File: config.mk
export PLATFORM = sky130hd
export DESIGN_NAME = lsf_status_error_flags
export DESIGN_NICKNAME = d
export VERILOG_FILES = /design/src/lsf_pkg.sv /design/src/lsf_status_error_flags.sv
export SDC_FILE = /design/constraint.sdc
export NUM_CORES = 1
export LEC_CHECK = 0
export BUFFER_PORTS_ARGS = -buffer_cell sky130_fd_sc_hd__buf_2
export CAP_MARGIN = 10
export CORE_MARGIN = 5
export CORE_UTILIZATION = 35
export CTS_BUF_LIST = sky130_fd_sc_hd__clkbuf_2
export DETAILED_ROUTE_END_ITERATION = 10
export GPL_TIMING_DRIVEN = 0
export PLACE_DENSITY_LB_ADDON = 0.05
export SYNTH_ARGS = -nofsm -noshare
export SYNTH_HDL_FRONTEND = slang
export SYNTH_SLANG_ARGS = --single-unit
File: constraint.sdc
create_clock -name clk -period 5 [get_ports clk]
set_input_delay 0.5 -clock clk [delete_from_list [all_inputs] [get_ports clk]]
set_output_delay 0.5 -clock clk [all_outputs]
set_load 0.05 [all_outputs]
File: src/lsf_pkg.sv
// package: register indices, bit positions and timing constants of the link status block
package lsf_pkg;

  // ==========================================================================
  // indirect register indices
  // ==========================================================================
  localparam logic [3:0] REG_LINK_CONTROL      = 4'h8;  // control register index
  localparam logic [3:0] REG_LINK_STATUS       = 4'h9;  // status register index
  localparam logic [3:0] REG_LINK_ERROR_CAUSE  = 4'ha;  // error cause register index

  // ==========================================================================
  // control bit positions
  // ==========================================================================
  localparam int CTL_STOP   = 7;  // halt until next break (slave)
  localparam int CTL_DATA_ACKNOWLEDGE_CONTROL  = 4;  // data acknowledge (slave)
  localparam int CTL_INTERRUPT_RESET_CONTROL = 3;  // interrupt reset
  localparam int CTL_ERROR_RESET_CONTROL = 2;  // error reset

  // ==========================================================================
  // status bit positions
  // ==========================================================================
  localparam int ST_ACTIVE = 7;
  localparam int ST_IDLE_TIMEOUT_FLAG   = 6;
  localparam int ST_ABORT  = 5;
  localparam int ST_DATA_REQUEST_FLAG  = 4;
  localparam int ST_INTERRUPT_PENDING_FLAG = 3;
  localparam int ST_ERROR  = 2;
  localparam int ST_WAKEUP = 1;
  localparam int ST_DONE   = 0;

  // ==========================================================================
  // error cause bit positions
  // ==========================================================================
  localparam int ER_SYNC  = 4;
  localparam int ER_PARITY_ERROR  = 3;
  localparam int ER_TIMEOUT_ERROR  = 2;
  localparam int ER_CHK   = 1;
  localparam int ER_BIT   = 0;

  // ==========================================================================
  // timing
  // ==========================================================================
  localparam longint CLK_HZ          = 100000000;  // system clock rate
  localparam longint IDLE_TIMEOUT_S  = 4;          // bus idle timeout in seconds
  localparam longint IDLE_CYCLES     = IDLE_TIMEOUT_S * CLK_HZ;
  localparam int     QUIET_CYCLES    = 16;         // rx-level stable time counted as no activity

  // ==========================================================================
  // event carrier from the protocol engine
  // ==========================================================================
  typedef struct packed {
    logic frame_start;    // transmission of a frame begins
    logic frame_end;      // current frame finished
    logic break_seen;     // break field detected
    logic id_received;    // protected identifier received
    logic sync_bad;       // sync field edge out of tolerance
    logic parity_bad;     // identifier parity check failed
    logic no_response;    // master saw no slave response
    logic no_data;        // slave saw no data when expected
    logic frame_overrun;  // frame longer than the maximum length
    logic first_byte_end; // first byte after identifier fully received
    logic checksum_bad;   // received checksum mismatch
    logic wake_tx;        // wakeup being transmitted
    logic wake_rx;        // wakeup received
    logic irq_event;      // controller interrupt raised
    logic sleep_entered;  // bus now in sleep
  } lsf_evt_s;

endpackage

File: src/lsf_status_error_flags.sv
// status and error flag logic of a single-wire link controller
`timescale 1ns/10ps

module lsf_status_error_flags
  import lsf_pkg::*;
#(
  parameter longint IDLE_LIMIT = IDLE_CYCLES  // cycles of silence before idle flag
) (
  // clock and reset
  input  wire logic        clk,
  input  wire logic        srst,
  // mode
  input  wire logic        master_mode,
  // link pin readback and drive
  input  wire logic        link_rx,
  input  wire logic        link_tx_drive,
  input  wire logic        link_tx_enable,
  // protocol engine events
  input  wire lsf_evt_s    evt,
  // indirect register port
  input  wire logic [3:0]  reg_addr,
  input  wire logic        reg_wr,
  input  wire logic [7:0]  reg_wdata,
  input  wire logic        reg_rd,
  output logic      [7:0]  reg_rdata,
  // control bits for the protocol engine
  output logic             halt_active,
  output logic             data_ack
);

  // ==========================================================================
  // pin synchroniser
  // ==========================================================================
  logic       rx_m1;   // first stage, read by second only
  logic       rx_m2;   // second stage
  logic       rx_m3;   // third stage
  logic       rx_lvl;  // accepted level

  // three stage sampler of the bus pin
  always_ff @(posedge clk) begin
    if (srst) begin
      rx_m1  <= 1'b1;
      rx_m2  <= 1'b1;
      rx_m3  <= 1'b1;
      rx_lvl <= 1'b1;
    end else begin
      rx_m1 <= link_rx;
      rx_m2 <= rx_m1;
      rx_m3 <= rx_m2;
      if (rx_m2 == rx_m3) begin
        rx_lvl <= rx_m3;
      end
    end
  end

  // ==========================================================================
  // activity detection and idle timeout
  // ==========================================================================
  logic        rx_prev;     // last accepted level
  logic        rx_edge;     // accepted level changed
  logic [4:0]  quiet_cnt;   // short quiet counter
  logic [31:0] idle_cnt;    // long silence counter
  logic        active_flag;
  logic        idle_flag;
  logic        asleep;      // bus asleep, held until activity returns

  assign rx_edge = (rx_lvl != rx_prev);

  // previous level register
  always_ff @(posedge clk) begin
    if (srst) begin
      rx_prev <= 1'b1;
    end else begin
      rx_prev <= rx_lvl;
    end
  end

  // activity bit: set on edge or dominant level, cleared after quiet time
  always_ff @(posedge clk) begin
    if (srst) begin
      quiet_cnt   <= 5'h00;
      active_flag <= 1'b0;
    end else if (rx_edge || !rx_lvl) begin
      quiet_cnt   <= 5'h00;
      active_flag <= 1'b1;
    end else if (quiet_cnt < 5'(QUIET_CYCLES)) begin
      quiet_cnt <= quiet_cnt + 5'h01;
    end else begin
      active_flag <= 1'b0;
    end
  end

  // sleep latch: a one-cycle sleep pulse alone would let the idle count restart
  always_ff @(posedge clk) begin
    if (srst) begin
      asleep <= 1'b0;
    end else if (evt.sleep_entered) begin
      asleep <= 1'b1;
    end else if (active_flag) begin
      asleep <= 1'b0;
    end
  end

  // idle flag: slave only, silence for the limit, not yet asleep
  always_ff @(posedge clk) begin
    if (srst) begin
      idle_cnt  <= 32'h0;
      idle_flag <= 1'b0;
    end else if (master_mode || active_flag || asleep || evt.sleep_entered) begin
      idle_cnt  <= 32'h0;
      idle_flag <= 1'b0;
    end else if (idle_cnt < 32'(IDLE_LIMIT - 1)) begin
      idle_cnt <= idle_cnt + 32'h1;
    end else begin
      idle_flag <= 1'b1;
    end
  end

  // ==========================================================================
  // control register writes
  // ==========================================================================
  logic ctl_wr;     // write to control register
  logic rst_int;    // interrupt reset strobe
  logic rst_err;    // error reset strobe
  logic stop_req;   // halt request strobe

  assign ctl_wr   = reg_wr && (reg_addr == REG_LINK_CONTROL);
  assign rst_int  = ctl_wr && reg_wdata[CTL_INTERRUPT_RESET_CONTROL];
  assign rst_err  = ctl_wr && reg_wdata[CTL_ERROR_RESET_CONTROL];
  assign stop_req = ctl_wr && reg_wdata[CTL_STOP] && !master_mode;

  // halt state held until next break
  always_ff @(posedge clk) begin
    if (srst) begin
      halt_active <= 1'b0;
    end else if (stop_req) begin
      halt_active <= 1'b1;
    end else if (evt.break_seen) begin
      halt_active <= 1'b0;
    end
  end

  // acknowledge bit, cleared by the controller when frame ends or a break is seen
  always_ff @(posedge clk) begin
    if (srst) begin
      data_ack <= 1'b0;
    end else if (ctl_wr && reg_wdata[CTL_DATA_ACKNOWLEDGE_CONTROL] && !master_mode) begin
      data_ack <= 1'b1;
    end else if (evt.frame_end || evt.break_seen) begin
      data_ack <= 1'b0;
    end
  end

  // ==========================================================================
  // frame tracking and status flags
  // ==========================================================================
  logic in_frame;     // a frame is under way
  logic abort_flag;
  logic dreq_flag;
  logic int_flag;
  logic wake_flag;
  logic done_flag;
  logic wake_rx_seen; // wakeup received and remembered

  // frame in progress tracker
  always_ff @(posedge clk) begin
    if (srst) begin
      in_frame <= 1'b0;
    end else if (evt.break_seen || evt.frame_start) begin
      in_frame <= 1'b1;
    end else if (evt.frame_end) begin
      in_frame <= 1'b0;
    end
  end

  // abort flag: set wins over clean-break clear
  always_ff @(posedge clk) begin
    if (srst) begin
      abort_flag <= 1'b0;
    end else if (!master_mode && (stop_req || (evt.break_seen && in_frame))) begin
      abort_flag <= 1'b1;
    end else if (evt.break_seen) begin
      abort_flag <= 1'b0;
    end
  end

  // data request flag: set on identifier, cleared by acknowledge, halt or new frame
  always_ff @(posedge clk) begin
    if (srst) begin
      dreq_flag <= 1'b0;
    end else if (!master_mode && evt.id_received) begin
      dreq_flag <= 1'b1;
    end else if (evt.break_seen || data_ack || halt_active) begin
      dreq_flag <= 1'b0;
    end
  end

  // interrupt pending flag: set wins over reset
  always_ff @(posedge clk) begin
    if (srst) begin
      int_flag <= 1'b0;
    end else if (evt.irq_event) begin
      int_flag <= 1'b1;
    end else if (rst_int) begin
      int_flag <= 1'b0;
    end
  end

  // wake flag: live while sending, latched when received
  always_ff @(posedge clk) begin
    if (srst) begin
      wake_rx_seen <= 1'b0;
    end else if (evt.wake_rx) begin
      wake_rx_seen <= 1'b1;
    end else if (evt.break_seen) begin
      wake_rx_seen <= 1'b0;
    end
  end

  // registered wake bit
  always_ff @(posedge clk) begin
    if (srst) begin
      wake_flag <= 1'b0;
    end else begin
      wake_flag <= evt.wake_tx || evt.wake_rx || wake_rx_seen;
    end
  end

  // done flag: end wins over start in the same cycle
  always_ff @(posedge clk) begin
    if (srst) begin
      done_flag <= 1'b0;
    end else if (evt.frame_end) begin
      done_flag <= 1'b1;
    end else if (evt.frame_start) begin
      done_flag <= 1'b0;
    end
  end

  // ==========================================================================
  // error flags
  // ==========================================================================
  logic       ack_window;   // waiting for acknowledge after identifier
  logic       timeout_error_hit;     // any timeout cause this cycle
  logic       bit_mismatch; // readback differs from drive
  logic [4:0] err_set;      // per-cause set strobes
  logic [4:0] err_flags;    // sticky error causes
  logic       err_summary;

  // acknowledge window opens on identifier, closes on acknowledge, halt, break or frame end
  always_ff @(posedge clk) begin
    if (srst) begin
      ack_window <= 1'b0;
    end else if (!master_mode && evt.id_received) begin
      ack_window <= 1'b1;
    end else if (data_ack || halt_active || evt.break_seen || evt.frame_end) begin
      ack_window <= 1'b0;
    end
  end

  assign timeout_error_hit = (master_mode && evt.no_response)
                 || (!master_mode && evt.no_data)
                 || evt.frame_overrun
                 || (ack_window && evt.first_byte_end && !data_ack
                     && !halt_active);

  // compare against the synchronised level while driving
  assign bit_mismatch = link_tx_enable && rx_edge && (rx_lvl != link_tx_drive);

  assign err_set[ER_SYNC] = !master_mode && evt.sync_bad;
  assign err_set[ER_PARITY_ERROR] = !master_mode && evt.parity_bad;
  assign err_set[ER_TIMEOUT_ERROR] = timeout_error_hit;
  assign err_set[ER_CHK]  = evt.checksum_bad;
  assign err_set[ER_BIT]  = bit_mismatch;

  // one sticky bit per cause, set wins over reset
  genvar gi;
  generate
    for (gi = 0; gi < 5; gi++) begin : g_err
      always_ff @(posedge clk) begin
        if (srst) begin
          err_flags[gi] <= 1'b0;
        end else if (err_set[gi]) begin
          err_flags[gi] <= 1'b1;
        end else if (rst_err) begin
          err_flags[gi] <= 1'b0;
        end
      end
    end
  endgenerate

  // summary error flag
  always_ff @(posedge clk) begin
    if (srst) begin
      err_summary <= 1'b0;
    end else if (|err_set) begin
      err_summary <= 1'b1;
    end else if (rst_err) begin
      err_summary <= 1'b0;
    end
  end

  // ==========================================================================
  // register read port
  // ==========================================================================
  // registered read data; control reads its self-clearing bits as zero
  always_ff @(posedge clk) begin
    if (srst) begin
      reg_rdata <= 8'h00;
    end else if (reg_rd) begin
      case (reg_addr)
        REG_LINK_STATUS: begin
          reg_rdata <= {active_flag, idle_flag, abort_flag, dreq_flag,
                        int_flag, err_summary, wake_flag, done_flag};
        end
        REG_LINK_ERROR_CAUSE: begin
          reg_rdata <= {3'h0, err_flags};
        end
        REG_LINK_CONTROL: begin
          reg_rdata <= {3'h0, data_ack, 4'h0};
        end
        default: begin
          reg_rdata <= 8'h00;
        end
      endcase
    end
  end

endmodule

==> run metrics <==
worst reg2reg path startpoint idle_cnt[0]$_SDFFE_PP0N_; Final Hold Viols 0; Critical Path Start Type flip-flop; leak pwr 1.23 nW; leading area contributor after synthesis dfxtp_1; gr usage total 0.137; most common cell after layout, fill and taps aside dfxtp_1; die area 10300 µm²; clock share of power 0.368; RD Place Congestion 0.745; Slew @ Worst Pin between 0.8 and 0.9 ns; first-pass GRT wire length approximately 11000 µm; initial core utilization 0.356; H-tree depth 3; syn_nets 376; clk slew on worst S/H paths about 0.20 ns; min-delay worst type primary input to flip-flop; Switch Pwr roughly 230 µW; fillcell total between 800 and 900; Pre-antenna DRT Iters 4; core box area between 8000 and 9000 µm²; CTS max path bufs 2; antenna diode count 0; area of the multi-input gates ~1500 µm²; placed cell area ~3200 µm²; post-route minimum period around 2.6 ns; DRT antenna net count 0; critical path arrival roughly 3.0 ns; Final Cycle Share 0.524; clk_lat worst skew approximately 0.48 ns; min-delay src link_rx; CTS tree built; Worst EP required 5.36 ns; Num CTS Buffers 9; kind of critical path flip-flop to flip-flop; setup violators final 0; Synth-to-Final Area Change 15.8%; dpl hpwl a little under 5000 µm; Worst Setup End Kind flip-flop; largest net degree at the start of global routing 12; Final WS setup roughly 2.4 ns; Max Slew Vio Count 0; CTS sink count 69; final instance area about 3400 µm²; Place WS approximately 2.4 ns; Post-synth EDFFs 0; total gr overflow 0; CTS hold repair buffers 0; Critical Path Fanout Max 10; die height ~100 µm; Setup Buffers After CTS 0; sequential power share 0.579; combinational share of power 0.053; most frequent cells in the layout dfxtp_1, nor2_1, buf_2; TNS Setup 0 ns; I/O pin count 45; cells after synthesis ~340; Cell variety after synth between 40 and 50; fin nets approximately 430; # Max-Cap Violations 0; DR vias ~2400; unrepaired setup endpoints after global routing no; status finished clean; proportion of layout cells with a drive suffix above 1 0.168; largest cells by area after synthesis dfxtp_1, nor2_1, xnor2_1; Register Area between 1000 and 1500 µm²; Slew HR 0.400; share of the synthesized area in the top cell type 0.474; PwrDens 291 nW/µm²; Worst Clk Skew between 0.02 and 0.03 ns; DR iter-0 viols 63; row count 33; register area share after synthesis 0.474; final wirelength approximately 6400 µm; Yosys warnings 0; Switching Fraction 0.233; syn avg cell area between 8 and 9 µm²; cell area after synthesis about 2900 µm²; drt wl/cell roughly 13 µm; hold_ws 0.198 ns; via/cell ratio between 4 and 5; Max VDD drop about 0.00014 V; Horiz. Die Dim slightly above 100 µm; Worst Setup SP idle_cnt[0]$_SDFFE_PP0N_; Port Buffers 40; vias in the first global route approximately 2400; fmax approximately 380 MHz; FF+latch count, synth between 60 and 70; Post-CTS Resized 0; top_reg_cell synth dfxtp_1; # DRC 0; P_int between 700 and 800 µW; asr flop ratio synth 0; initial antenna violation count 0; CTS root buf clkbuf_2
layer usage:
layer / share of wire / vias up / track usage
li1: - / 1276 / -
met1: 0.45 / 1116 / 0.163
met2: 0.49 / 51 / 0.228
met3: 0.052 / 5 / 0.0565
met4: 0.011 / 0 / 0.0378
met5: 0 / - / 0
sequential cells by signal, indices dropped and copies added, names as in the netlist, 5 cells and up:
signal	count
reg_rdata	8
quiet_cnt	5
idle_cnt	32
err_flags	5
critical path, cell delays in order, from the launching register on:
cell and delay (ns):
dfxtp_1 0.43, ha_1 0.20, and4_1 0.31, nand3_1 0.16, a2111oi_4 0.59, clkbuf_1 0.44
nor2_1 0.15, mux2i_1 0.17, nor2_1 0.05
final cells by class:
type | count | area share
flip-flops and latches | 69 | 0.409
plain buffers | 9 | 0.0104
multi-input cells | 255 | 0.438
clock buffers | 11 | 0.0163
inverters | 5 | 0.00556
repair buffers | 40 | 0.0593
well taps | 105 | 0.0389
clock inverters | 5 | 0.0222
cell usage after synthesis, types with 2 or more instances:
cell type / number
a21oi_1: 26
a22oi_1: 10
a31oi_1: 2
and2_1: 2
and3_1: 8
and4_1: 3
clkbuf_1: 8
dfxtp_1: 69
ha_1: 3
inv_1: 5
mux2i_1: 3
nand2_1: 23
nand2b_1: 4
nand3_1: 17
nand4_1: 4
nand4b_1: 2
nor2_1: 66
nor2b_1: 7
nor3_1: 15
nor3b_1: 3
nor4_1: 2
nor4b_1: 2
o21ai_0: 4
o31ai_1: 3
or2_2: 4
or3_1: 3
or4_1: 2
xnor2_1: 19
xor2_1: 7
path summary, 6_finish.rpt:
| check | to | slack (ns) | cells past startpoint |
|---|---|---|---|
| max | idle_cnt[1]$_SDFFE_PP0N_ | 2.38 | 8 |
| min | rx_m1$_SDFF_PP1_ | 0.20 | 2 |
| max reg2reg | idle_cnt[1]$_SDFFE_PP0N_ | 2.38 | 8 |
| min reg2reg | rx_m2$_SDFF_PP1_ | 0.44 | 1 |
cells by family after synthesis:
kind of cell               count (synthesis)  synth area share
DFF                                       69             0.474
xor gates and xnor gates                  26            0.0781
AOI/OAI and AO/OA                         51             0.112
buffers and inverters                     14            0.0185
and+or+nand+nor                          171             0.290
muxes                                      4            0.0142
adders and majority gates                  3            0.0129
metrics by stage:
step                instances  total power [mW]  utilization
CTS                       499             0.999        0.413
finish                    499             0.982        0.413
floorplan                 338             0.608            -
global route              499              1.03        0.413
detailed placement        483             0.633        0.397
global placement          483             0.633        0.397
power by group through the flow:
stage	combinational [mW]	clock (mW)	sequential [mW]
after floorplan	0.0287	0	0.580
after global placement	0.0524	0	0.580
after detailed placement	0.0528	0	0.580
after CTS	0.0530	0.377	0.569
after global routing	0.0595	0.404	0.571
final	0.0518	0.361	0.569
(Power assumes the default switching activity.)
